**src/design/aamc_pkg.sv**
```systemverilog
// Shared constants, commands and carriers for the auxiliary measurement control block
package aamc_pkg;

    ////////////////////////////////////////////////////////////////////////////////
    // System clock and conversion clock rates
    localparam int unsigned CLOCK_KHZ = 200000;        // System clock, 200 MHz
    localparam int unsigned FCLK_NORMAL_KHZ = 1024;    // Conversion clock, normal operation
    localparam int unsigned FCLK_TURBO_KHZ = 2048;     // Conversion clock, turbo operation
    localparam int unsigned ACC_W = 18;                // Holds CLOCK_KHZ plus one step

    // Half-period accumulator steps: half ticks arrive at twice the conversion clock rate
    localparam logic [ACC_W-1:0] HALF_STEP_NORMAL = ACC_W'(2 * FCLK_NORMAL_KHZ);
    localparam logic [ACC_W-1:0] HALF_STEP_TURBO = ACC_W'(2 * FCLK_TURBO_KHZ);
    localparam logic [ACC_W-1:0] ACC_WRAP = ACC_W'(CLOCK_KHZ);

    ////////////////////////////////////////////////////////////////////////////////
    // First-conversion delay, in tenths of a conversion clock period as printed
    localparam int unsigned START_DELAY_NORMAL_X10 = 285;   // 28.5 periods
    localparam int unsigned START_DELAY_TURBO_X10 = 1050;   // 105 periods
    localparam int unsigned DLY_W = 8;
    // Same delays counted in half periods, so the half period is exact
    localparam logic [DLY_W-1:0] START_HALVES_NORMAL = DLY_W'(START_DELAY_NORMAL_X10 * 2 / 10);
    localparam logic [DLY_W-1:0] START_HALVES_TURBO = DLY_W'(START_DELAY_TURBO_X10 * 2 / 10);

    ////////////////////////////////////////////////////////////////////////////////
    // Command latch: the eighth falling serial clock edge of the command byte
    localparam int unsigned EDGE_W = 4;
    localparam logic [EDGE_W-1:0] EDGE_LAST = 4'h7;    // Index of the eighth edge
    localparam logic [EDGE_W-1:0] EDGE_DONE = 4'h8;    // Byte fully counted

    ////////////////////////////////////////////////////////////////////////////////
    // Field codes
    localparam logic [2:0] LEVEL_OFF = 3'h0;           // Excitation disabled
    localparam logic [2:0] ROUTE_NONE = 3'h0;          // Source not routed
    localparam logic [3:0] SEL_DEFAULT = 4'h0;         // Selection while in temperature mode
    localparam logic [3:0] SEL_REF_MONITOR = 4'hc;     // External reference divided by four
    localparam logic [3:0] SEL_SUPPLY_MONITOR = 4'hd;  // Analog supply divided by four
    localparam logic [3:0] SEL_MID_SHORT = 4'he;       // Both inputs shorted to mid-supply
    localparam logic [2:0] GAIN_UNITY = 3'h0;          // Gain of one
    localparam logic [1:0] REF_INTERNAL = 2'h0;        // Internal reference
    localparam logic [1:0] TEMP_PAD = 2'h0;            // Unused low bits of a temperature word

    // Temperature code checkpoints, one count is 0.03125 degrees
    localparam logic [13:0] TEMP_CODE_PLUS25 = 14'h0320;
    localparam logic [13:0] TEMP_CODE_MINUS25 = 14'h3ce0;

    ////////////////////////////////////////////////////////////////////////////////
    // Types
    typedef enum logic [1:0] {
        AAMC_CMD_NONE = 2'h0,
        AAMC_CMD_START = 2'h1,
        AAMC_CMD_SLEEP = 2'h2
    } aamc_cmd_t;

    // Gray along idle, delay, convert
    typedef enum logic [1:0] {
        AAMC_ST_IDLE = 2'h0,
        AAMC_ST_DELAY = 2'h1,
        AAMC_ST_CONV = 2'h3
    } aamc_state_t;

    typedef struct packed {
        logic [2:0] excitation_level;
        logic [2:0] first_source_route;
        logic [2:0] second_source_route;
        logic fault_probe_enable;
        logic [3:0] input_select;
        logic thermometer_enable;
        logic [2:0] gain;
        logic pga_bypass;
        logic [1:0] ref_select;
        logic turbo;
        logic continuous;
    } aamc_cfg_t;

    typedef struct packed {
        logic bias_en;
        logic [2:0] level;
        logic [2:0] first_route;
        logic [2:0] second_route;
        logic probe_source_en;
        logic probe_sink_en;
        logic [3:0] mux_sel;
        logic short_inputs;
        logic [2:0] gain_eff;
        logic pga_bypass_eff;
        logic [1:0] ref_eff;
        logic temp_mode;
    } aamc_analog_t;

endpackage : aamc_pkg

```
**src/design/aamc_clk_div.sv**
```systemverilog
// Fractional divider giving conversion clock half-period and full-period enables
`timescale 1ns/1ps
module aamc_clk_div
    import aamc_pkg::*;
(
    input wire logic clk,
    input wire logic rst_n,
    input wire logic turbo,
    output logic half_tick,
    output logic tick
);

    ////////////////////////////////////////////////////////////////////////////////
    logic [ACC_W-1:0] acc_q;   // Phase accumulator
    logic [ACC_W-1:0] acc_d;   // Accumulator plus step
    logic phase_q;             // Which half of the period we are in

    // Step picks the rate; the average is exact even though one period is not whole cycles
    assign acc_d = acc_q + (turbo ? HALF_STEP_TURBO : HALF_STEP_NORMAL);

    // Accumulator and half-tick pulse
    always_ff @(posedge clk) begin
        if (!rst_n) begin
            acc_q <= '0;
            half_tick <= 1'b0;
        end else if (acc_d >= ACC_WRAP) begin
            acc_q <= acc_d - ACC_WRAP;
            half_tick <= 1'b1;
        end else begin
            acc_q <= acc_d;
            half_tick <= 1'b0;
        end
    end

    // Full period enable on every second half tick
    always_ff @(posedge clk) begin
        if (!rst_n) begin
            phase_q <= 1'b0;
            tick <= 1'b0;
        end else if (acc_d >= ACC_WRAP) begin
            phase_q <= ~phase_q;
            tick <= phase_q;
        end else begin
            tick <= 1'b0;
        end
    end

    ////////////////////////////////////////////////////////////////////////////////
    AST_TICK_ON_HALF: assert property (@(posedge clk) disable iff (!rst_n)
        tick |-> half_tick)
        else $error("full tick without half tick");

endmodule : aamc_clk_div

```
**src/design/aamc_ctrl.sv**
```systemverilog
// Auxiliary measurement control: start timing, excitation, probes, monitors, temperature
//
// Contract
// - First conversion waits 28.5 or 105 periods.
// - Period is 1/1.024 MHz or 1/2.048 MHz.
// - Three-bit level sets both matched source currents.
// - Each source routed independently, same pin allowed.
// - Single-shot keeps sources on when level nonzero.
// - Sleep command powers down both sources.
// - Bias on for nonzero level; current needs routing.
// - Probe bit sources positive, sinks negative input.
// - Monitor selection forces unity gain, bypass.
// - Code 1101 measures supply, internal reference.
// - Code 1100 measures reference, internal reference.
// - Thermometer bit ignores first register, internal reference.
// - Temperature result 14 bits left-justified.
// - One count equals 0.03125 degrees Celsius.
// - Temperature uses same start and read sequence.
// - Selection shorts both inputs to mid-supply.
// - Command latched on eighth falling serial edge.
`timescale 1ns/1ps
module aamc_ctrl
    import aamc_pkg::*;
(
    input wire logic CLOCK,
    input wire logic RST_N,
    input wire logic SCL_PIN,
    input wire logic CMD_BYTE_START,
    input wire aamc_cmd_t CMD_KIND,
    input wire aamc_cfg_t CFG,
    input wire logic [15:0] CONV_PERIODS,
    input wire logic [15:0] RAW_RESULT,
    input wire logic [13:0] TEMP_CODE,
    input wire logic RESULT_READ,
    output aamc_analog_t ANALOG,
    output logic [15:0] RESULT,
    output logic RESULT_READY_N,
    output logic CONVERTING,
    output logic POWERED_DOWN
);

    ////////////////////////////////////////////////////////////////////////////////
    // Conversion clock enables
    logic half_tick;   // Twice the conversion clock rate
    logic tick;        // One conversion clock period
    logic div_rst_n;   // Divider reset, also pulsed to restart the period grid

    // Restarted like an oscillator that wakes on demand, so no stale phase shortens a wait
    aamc_clk_div u_div (
        .clk(CLOCK),
        .rst_n(div_rst_n),
        .turbo(CFG.turbo),
        .half_tick(half_tick),
        .tick(tick)
    );

    ////////////////////////////////////////////////////////////////////////////////
    // Serial clock pin synchroniser and falling edge detect
    logic scl_meta_q;              // First stage, read only by the second
    logic scl_sync_q;              // Second stage
    logic scl_prev_q;              // Delayed copy for edge detection
    logic scl_fall;                // One cycle per falling edge
    logic [EDGE_W-1:0] edge_cnt_q; // Falling edges seen in the command byte
    logic cmd_latch;               // Command latched this cycle
    logic start_go;                // Start command latched
    logic sleep_go;                // Sleep command latched

    // Two flops before anything looks at the pin
    always_ff @(posedge CLOCK) begin
        if (!RST_N) begin
            scl_meta_q <= 1'b1;
            scl_sync_q <= 1'b1;
            scl_prev_q <= 1'b1;
        end else begin
            scl_meta_q <= SCL_PIN;
            scl_sync_q <= scl_meta_q;
            scl_prev_q <= scl_sync_q;
        end
    end

    assign scl_fall = scl_prev_q & ~scl_sync_q;

    // Edge counter restarts with each command byte and stops after eight edges
    always_ff @(posedge CLOCK) begin
        if (!RST_N) begin
            edge_cnt_q <= EDGE_DONE;
        end else if (CMD_BYTE_START) begin
            edge_cnt_q <= '0;
        end else if (scl_fall && edge_cnt_q != EDGE_DONE) begin
            edge_cnt_q <= edge_cnt_q + 4'h1;
        end
    end

    // Latch moment is the eighth falling edge; all delays count from here
    assign cmd_latch = scl_fall && (edge_cnt_q == EDGE_LAST) && !CMD_BYTE_START;
    assign start_go = cmd_latch && (CMD_KIND == AAMC_CMD_START);
    assign sleep_go = cmd_latch && (CMD_KIND == AAMC_CMD_SLEEP);

    ////////////////////////////////////////////////////////////////////////////////
    // Conversion sequencer
    aamc_state_t state_q;          // Sequencer state
    logic [DLY_W-1:0] dly_cnt_q;   // Half periods spent in the start delay
    logic [15:0] conv_cnt_q;       // Periods spent in the current conversion
    logic [DLY_W-1:0] dly_target;  // Half periods to wait for the chosen speed
    logic delay_end;               // Start delay finishes this cycle
    logic conv_end;                // Conversion finishes this cycle
    logic sleep_pending_q;         // Sleep waits for the running conversion

    // Turbo needs more periods, but each is half as long
    assign dly_target = CFG.turbo ? START_HALVES_TURBO : START_HALVES_NORMAL;
    assign delay_end = (state_q == AAMC_ST_DELAY) && half_tick
        && (dly_cnt_q == dly_target - 8'h01);
    assign conv_end = (state_q == AAMC_ST_CONV) && tick
        && (conv_cnt_q == CONV_PERIODS - 16'h0001);

    // Fresh grid at the latch and again at the end of the delay keeps both lengths exact
    assign div_rst_n = RST_N && !start_go && !delay_end;

    // A new start always restarts the delay, even mid-conversion
    always_ff @(posedge CLOCK) begin
        if (!RST_N) begin
            state_q <= AAMC_ST_IDLE;
        end else if (start_go) begin
            state_q <= AAMC_ST_DELAY;
        end else begin
            case (state_q)
                AAMC_ST_DELAY: begin
                    if (delay_end) begin
                        state_q <= AAMC_ST_CONV;
                    end
                end
                AAMC_ST_CONV: begin
                    // Continuous runs back to back unless sleep is waiting
                    if (conv_end && (!CFG.continuous || sleep_pending_q || sleep_go)) begin
                        state_q <= AAMC_ST_IDLE;
                    end
                end
                default: begin
                    state_q <= AAMC_ST_IDLE;
                end
            endcase
        end
    end

    // Start delay counter in half periods
    always_ff @(posedge CLOCK) begin
        if (!RST_N) begin
            dly_cnt_q <= '0;
        end else if (start_go) begin
            dly_cnt_q <= '0;
        end else if (state_q == AAMC_ST_DELAY && half_tick) begin
            dly_cnt_q <= dly_cnt_q + 8'h01;
        end
    end

    // Conversion length counter in whole periods
    always_ff @(posedge CLOCK) begin
        if (!RST_N) begin
            conv_cnt_q <= '0;
        end else if (start_go || delay_end || conv_end) begin
            conv_cnt_q <= '0;
        end else if (state_q == AAMC_ST_CONV && tick) begin
            conv_cnt_q <= conv_cnt_q + 16'h0001;
        end
    end

    // Sleep during a conversion lets it finish first
    always_ff @(posedge CLOCK) begin
        if (!RST_N) begin
            sleep_pending_q <= 1'b0;
        end else if (start_go || conv_end) begin
            sleep_pending_q <= 1'b0;
        end else if (sleep_go && state_q != AAMC_ST_IDLE) begin
            sleep_pending_q <= 1'b1;
        end
    end

    // Core power state seen by the host
    always_ff @(posedge CLOCK) begin
        if (!RST_N) begin
            POWERED_DOWN <= 1'b1;
        end else if (start_go) begin
            POWERED_DOWN <= 1'b0;
        end else if ((sleep_go && state_q == AAMC_ST_IDLE)
                || (conv_end && (sleep_pending_q || sleep_go))) begin
            POWERED_DOWN <= 1'b1;
        end
    end

    // Busy flag registered for the output
    always_ff @(posedge CLOCK) begin
        if (!RST_N) begin
            CONVERTING <= 1'b0;
        end else begin
            CONVERTING <= (state_q != AAMC_ST_IDLE);
        end
    end

    ////////////////////////////////////////////////////////////////////////////////
    // Result word and ready strobe
    // Same start and read path for both kinds; only the word source differs
    always_ff @(posedge CLOCK) begin
        if (!RST_N) begin
            RESULT <= '0;
        end else if (conv_end) begin
            if (CFG.thermometer_enable) begin
                // Low two bits carry no temperature, code scale passes through as is
                RESULT <= {TEMP_CODE, TEMP_PAD};
            end else begin
                RESULT <= RAW_RESULT;
            end
        end
    end

    // Ready low on completion; completion wins over a read in the same cycle
    always_ff @(posedge CLOCK) begin
        if (!RST_N) begin
            RESULT_READY_N <= 1'b1;
        end else if (conv_end) begin
            RESULT_READY_N <= 1'b0;
        end else if (RESULT_READ) begin
            RESULT_READY_N <= 1'b1;
        end
    end

    ////////////////////////////////////////////////////////////////////////////////
    // Excitation power: only the sleep command turns the sources off
    logic excite_off_q;   // Sources powered down by sleep
    logic bias_on;        // Bias circuit runs

    // Stays on between single-shot conversions; restart brings it back
    always_ff @(posedge CLOCK) begin
        if (!RST_N) begin
            excite_off_q <= 1'b0;
        end else if (sleep_go) begin
            excite_off_q <= 1'b1;
        end else if (start_go) begin
            excite_off_q <= 1'b0;
        end
    end

    // Bias depends on level and the sleep state; routing does not matter
    assign bias_on = (CFG.excitation_level != LEVEL_OFF) && !excite_off_q;

    ////////////////////////////////////////////////////////////////////////////////
    // Input path decode
    logic temp_mode;   // Temperature mode overrides the first register
    logic monitor;     // A supply or reference monitor is selected

    assign temp_mode = CFG.thermometer_enable;
    assign monitor = !temp_mode && (CFG.input_select == SEL_SUPPLY_MONITOR
        || CFG.input_select == SEL_REF_MONITOR);

    // Analog controls, registered so every output leaves a flop
    always_ff @(posedge CLOCK) begin
        if (!RST_N) begin
            ANALOG <= '0;
        end else begin
            // Both sources share one level, the pair stays matched
            ANALOG.bias_en <= bias_on;
            ANALOG.level <= bias_on ? CFG.excitation_level : LEVEL_OFF;
            // Routes are independent; both may name the same pin
            ANALOG.first_route <= bias_on ? CFG.first_source_route : ROUTE_NONE;
            ANALOG.second_route <= bias_on ? CFG.second_source_route : ROUTE_NONE;
            // Probes follow whatever inputs the multiplexer has chosen
            ANALOG.probe_source_en <= CFG.fault_probe_enable;
            ANALOG.probe_sink_en <= CFG.fault_probe_enable;
            ANALOG.mux_sel <= temp_mode ? SEL_DEFAULT : CFG.input_select;
            ANALOG.short_inputs <= !temp_mode && CFG.input_select == SEL_MID_SHORT;
            // Monitors are coarse, so gain is forced to one whatever was set
            if (monitor || temp_mode) begin
                ANALOG.gain_eff <= GAIN_UNITY;
            end else begin
                ANALOG.gain_eff <= CFG.gain;
            end
            ANALOG.pga_bypass_eff <= monitor || (!temp_mode && CFG.pga_bypass);
            if (monitor || temp_mode) begin
                ANALOG.ref_eff <= REF_INTERNAL;
            end else begin
                ANALOG.ref_eff <= CFG.ref_select;
            end
            ANALOG.temp_mode <= temp_mode;
        end
    end

    ////////////////////////////////////////////////////////////////////////////////
    // Checks
    AST_DELAY_LEN: assert property (@(posedge CLOCK) disable iff (!RST_N)
        $rose(state_q == AAMC_ST_CONV)
            |-> $past(half_tick) && $past(dly_cnt_q) == dly_target - 8'h01)
        else $error("first conversion began after wrong delay");

    AST_LATCH_START: assert property (@(posedge CLOCK) disable iff (!RST_N)
        start_go |=> state_q == AAMC_ST_DELAY && dly_cnt_q == '0)
        else $error("start not taken at eighth falling edge");

    AST_SLEEP_OFF: assert property (@(posedge CLOCK) disable iff (!RST_N)
        sleep_go |-> ##2 (!ANALOG.bias_en && ANALOG.first_route == ROUTE_NONE
            && ANALOG.second_route == ROUTE_NONE))
        else $error("sources still on after sleep");

    AST_BIAS_LEVEL: assert property (@(posedge CLOCK) disable iff (!RST_N)
        ##1 ANALOG.bias_en == ($past(CFG.excitation_level) != LEVEL_OFF && !$past(excite_off_q)))
        else $error("bias does not follow level");

    AST_MON_GAIN: assert property (@(posedge CLOCK) disable iff (!RST_N)
        monitor |=> ANALOG.gain_eff == GAIN_UNITY && ANALOG.pga_bypass_eff)
        else $error("monitor selection kept gain stage");

    AST_SUPPLY_REF: assert property (@(posedge CLOCK) disable iff (!RST_N)
        (!temp_mode && CFG.input_select == SEL_SUPPLY_MONITOR)
            |=> ANALOG.ref_eff == REF_INTERNAL && ANALOG.mux_sel == SEL_SUPPLY_MONITOR)
        else $error("supply monitor not on internal reference");

    AST_TEMP_REF: assert property (@(posedge CLOCK) disable iff (!RST_N)
        temp_mode |=> ANALOG.ref_eff == REF_INTERNAL && ANALOG.mux_sel == SEL_DEFAULT
            && ANALOG.temp_mode)
        else $error("temperature mode did not override settings");

    AST_TEMP_WORD: assert property (@(posedge CLOCK) disable iff (!RST_N)
        (conv_end && CFG.thermometer_enable)
            |=> RESULT[15:2] == $past(TEMP_CODE) && RESULT[1:0] == TEMP_PAD)
        else $error("temperature word not left-justified");

    AST_TEMP_SCALE: assert property (@(posedge CLOCK) disable iff (!RST_N)
        (conv_end && CFG.thermometer_enable && TEMP_CODE == TEMP_CODE_MINUS25)
            |=> RESULT == {TEMP_CODE_MINUS25, TEMP_PAD})
        else $error("temperature code altered");

    AST_READY_LOW: assert property (@(posedge CLOCK) disable iff (!RST_N)
        conv_end |=> !RESULT_READY_N ##1 (!RESULT_READY_N || $past(RESULT_READ)))
        else $error("ready not driven low on completion");

    AST_SHORT_SEL: assert property (@(posedge CLOCK) disable iff (!RST_N)
        (!temp_mode && CFG.input_select == SEL_MID_SHORT) |=> ANALOG.short_inputs)
        else $error("short selection not applied");

    AST_PROBE_PAIR: assert property (@(posedge CLOCK) disable iff (!RST_N)
        CFG.fault_probe_enable |=> ANALOG.probe_source_en && ANALOG.probe_sink_en)
        else $error("probe sources not both on");

endmodule : aamc_ctrl

```
**config.mk**
```make
export PLATFORM = sky130hd
export DESIGN_NAME = aamc_ctrl
export DESIGN_NICKNAME = d
export VERILOG_FILES = /design/src/design/aamc_pkg.sv /design/src/design/aamc_clk_div.sv /design/src/design/aamc_ctrl.sv
export SDC_FILE = /design/constraint.sdc
export NUM_CORES = 1
export LEC_CHECK = 0
export ABC_CLOCK_PERIOD_IN_PS = 4200
export BUFFER_PORTS_ARGS = -buffer_cell sky130_fd_sc_hd__buf_4
export CORE_MARGIN = 2
export CORE_UTILIZATION = 55
export CTS_BUF_LIST = sky130_fd_sc_hd__clkbuf_8
export DETAILED_ROUTE_END_ITERATION = 10
export GPL_ROUTABILITY_DRIVEN = 1
export PLACE_DENSITY = 0.87
export SLEW_MARGIN = 20
export SYNTH_ARGS = -nofsm -noshare
export SYNTH_HDL_FRONTEND = slang
export SYNTH_SLANG_ARGS = --single-unit
```
**constraint.sdc**
```tcl
create_clock -name CLOCK -period 4.2 [get_ports CLOCK]
set_clock_uncertainty 0.05 [all_clocks]
set_input_delay 0.63 -clock CLOCK [delete_from_list [all_inputs] [get_ports CLOCK]]
set_output_delay 0.63 -clock CLOCK [all_outputs]
set_load 0.05 [all_outputs]
```
==> impl_metrics.ini <==
[synthesis]
avgSynthCellArea_sq_um = 9.38
synthArstFlopShare_pct = 0
yosysSeqAreaShare_pct = 38.7
synth_area_leaders = dfxtp_1, xnor2_1, xor2_1
yosysMostFrequentCell = dfxtp_1
synth_nets = 594
syn_inst = 508
netlist_area_sq_um = 4760
yosys_warnings = 0
synth_edf_count = 0
ys_ff_latch = 92
yosysTopAreaCell = dfxtp_1
yosysTopAreaCellShare_pct = 38.7
synth_flop_cell = dfxtp_1
synth_common_cells = dfxtp_1, nor2_1, nand2_1, xnor2_1, xor2_1
synth_cell_type_count = 61

[cts]
root_buffer = clkbuf_8
postCtsHoldBufs = 0
clkLatencyLatePin_ps = 350
cts.htree.levels = 3
cts_tree = yes
cts_made_buffers = 9
cts_setup_buffers = 0
clk_pin_slew_ps = 90
clk_path_buf_depth = 2
cts.sinks = 92
cts-resized-gates = 0

[run_status]
status = finished, final reports clean

[setup_path]
rrSetupSlack_ps = 1070
critPathRequiredTime_ps = 4400
reg2reg_from = u_div.acc_q[11]
worstSetupPathType = in2reg
cp_max_fo = 9
cp.arrival_ps = 3470
endpoint_kind = flip-flop
r2r_end = u_div.acc_q[15]
reg2reg_depth = 9
cp-start-kind = input port

[placed_design]
io_buffers = 118
dp.cells = 714
place_ws_ps = 414
place_congestion = 0.925
hpwl_mm = 8.38

[power_and_ir_drop]
seqPwrFrac_pct = 52.6
p_leak_nw = 2.33
pwr-share-comb_pct = 15.2
netSwitchingFraction_pct = 28.2
p_switching_w = 0.000483
power_w = 0.00171
pwr-share-clk_pct = 32.2
power.internal_w = 0.00123
pwr_density_cell_nw_per_um2 = 291
ir_worst_vdd_uv = 215

[sta]
finalWorstSetupSlack_ps = 924
finalSetupViolCount = 0
drv_slew = 0
fin_crit_ps = 3280
worstMarginPinSlew_ps = 857
min_period_over_period_pct = 78.0
fmax_mhz = 305
rsz0062_at_grt = no
finalHoldViolCount = 0
tns_ps = 0
maxSlewHeadroom_pct = 42.8

[floorplan]
die-area_sq_um = 9420
core-area_sq_um = 8300
dieWidth_microns = 97.1
io_pins = 119
start_util_pct = 57.4
die_y_microns = 97.1
num_rows = 33

[worst_hold_path]
hold_path_depth = 1
hold_end = scl_sync_q
hold_class = reg2reg
min_from = scl_meta_q

[grt]
grt_pass1_vias = 3989
antenna_found_initial = 0
grt_overflow_total = 0
grt_pass1_wl_mm = 18.6
groute.usage.overall_pct = 23.7
grt_max_degree = 24

[cells_and_area]
regArea_sq_um = 1840
nets = 706
drive_above_1_share_pct = 32.8
syn2layout_area_growth_pct = 23.2
num-fill-cells = 630
utilization_pct = 70.8
final_cells = 730
multi_input_area_sq_um = 2750
diodes = 0

[routing]
drt_iter0_drc = 165
viasPerCell = 5.56
antenna_left = 0
wl_per_cell_microns = 15.3
drtPass1Iterations = 4
via_count = 4061
wl_mm = 11.2
drc = 0

[job]
cap_violations = 0
==> stage by stage <==
step | hold WS [ps] | area (sq um)
after floorplan | 336 | 4760
after global placement | 351 | 5690
after detailed placement | 348 | 5690
after CTS | 370 | 5870
after global routing | 391 | 5870
final | 369 | 5870
==> flip-flops by register name, indices dropped and copies added (netlist names) <==
name and cells:
edge_cnt_q 4, dly_cnt_q 8, scl_prev_q 1, u_div.tick 1
sleep_pending_q 1, CONVERTING 1, u_div.acc_q 12, POWERED_DOWN 1
scl_sync_q 1, scl_meta_q 1, RESULT_READY_N 1, state_q 2
ANALOG 23, RESULT 16, excite_off_q 1, u_div.phase_q 1
u_div.half_tick 1, conv_cnt_q 16
==> routing by layer <==
metal	share of wire, %	track usage (%)	vias to the layer above
met3	4.9	4.32	26
li1	-	-	2005
met4	2.8	10.2	0
met1	41	28.1	1907
met2	51	41.8	123
met5	0	0	-
==> cells in the final DEF, fill, tap and decap left out, types with 9 or more instances in the layout <==
master      n
buf_4     121
dfxtp_1    92
nor2_1     51
nand2_1    27
xnor2_1    27
xor2_1     25
and2_1     23
nor3_2     19
inv_1      17
mux2_2     16
nand3_1    14
a21oi_1    14
nor3_1     13
o21ai_0    12
o21ai_1    11
nand3_2    10
a21oi_2    10
ha_1        9
clkbuf_8    9
==> power by group through the flow <==
stage          combinational, W  sequential [W]  clock (W)
2_1_floorplan          0.000121        0.000952          0
3_3_place_gp           0.000250        0.000918          0
3_5_place_dp           0.000257        0.000919          0
4_1_cts                0.000259        0.000899   0.000559
5_1_grt                0.000282        0.000901   0.000592
6_report               0.000260        0.000899   0.000550
==> worst max-delay path by stage <==
stage               slack, ps              end            start  depth (start not counted)
finish                    920  u_div.acc_q[15]           CFG[1]                         11
global placement          480       state_q[0]  CONV_PERIODS[3]                          8
detailed placement        410   RESULT_READY_N  CONV_PERIODS[3]                          8
CTS                       800       state_q[1]  CONV_PERIODS[3]                          8
floorplan                 950  u_div.acc_q[15]           CFG[1]                         10
global route              730  u_div.acc_q[15]           CFG[1]                         11
==> cells by family (layout without fill, tap and decap cells) <==
family | count (synthesis) | after routing | synth area share [%]
and+or+nand+nor | 213 | 213 | 27.5
DFF | 92 | 92 | 38.7
AOI/OAI and AO/OA | 80 | 80 | 12.2
xor gates and xnor gates | 52 | 52 | 9.56
buffers and inverters | 37 | 154 | 3.81
muxes | 24 | 24 | 5.46
adders and majority gates | 10 | 10 | 2.78
==> worst max-delay path, stage by stage <==
cell and delay (ps):
buf_4 120, inv_1 50, ha_1 210, fa_1 490, xor2_1 220, a2111o_1 440, a221oi_1 400, nor3_2 190
nand3b_1 190, mux2i_1 210, mux2_2 340
==> area by class of cell <==
cell class	instances	share of cell area, %
clock inverters	7	0.959
flip-flops and latches	92	31.4
multi-input cells	379	46.8
inverters	17	1.09
well taps	105	2.24
repair buffers	121	15.5
clock buffers	9	2.11
Note: power is estimated with default switching activity, not from simulation.
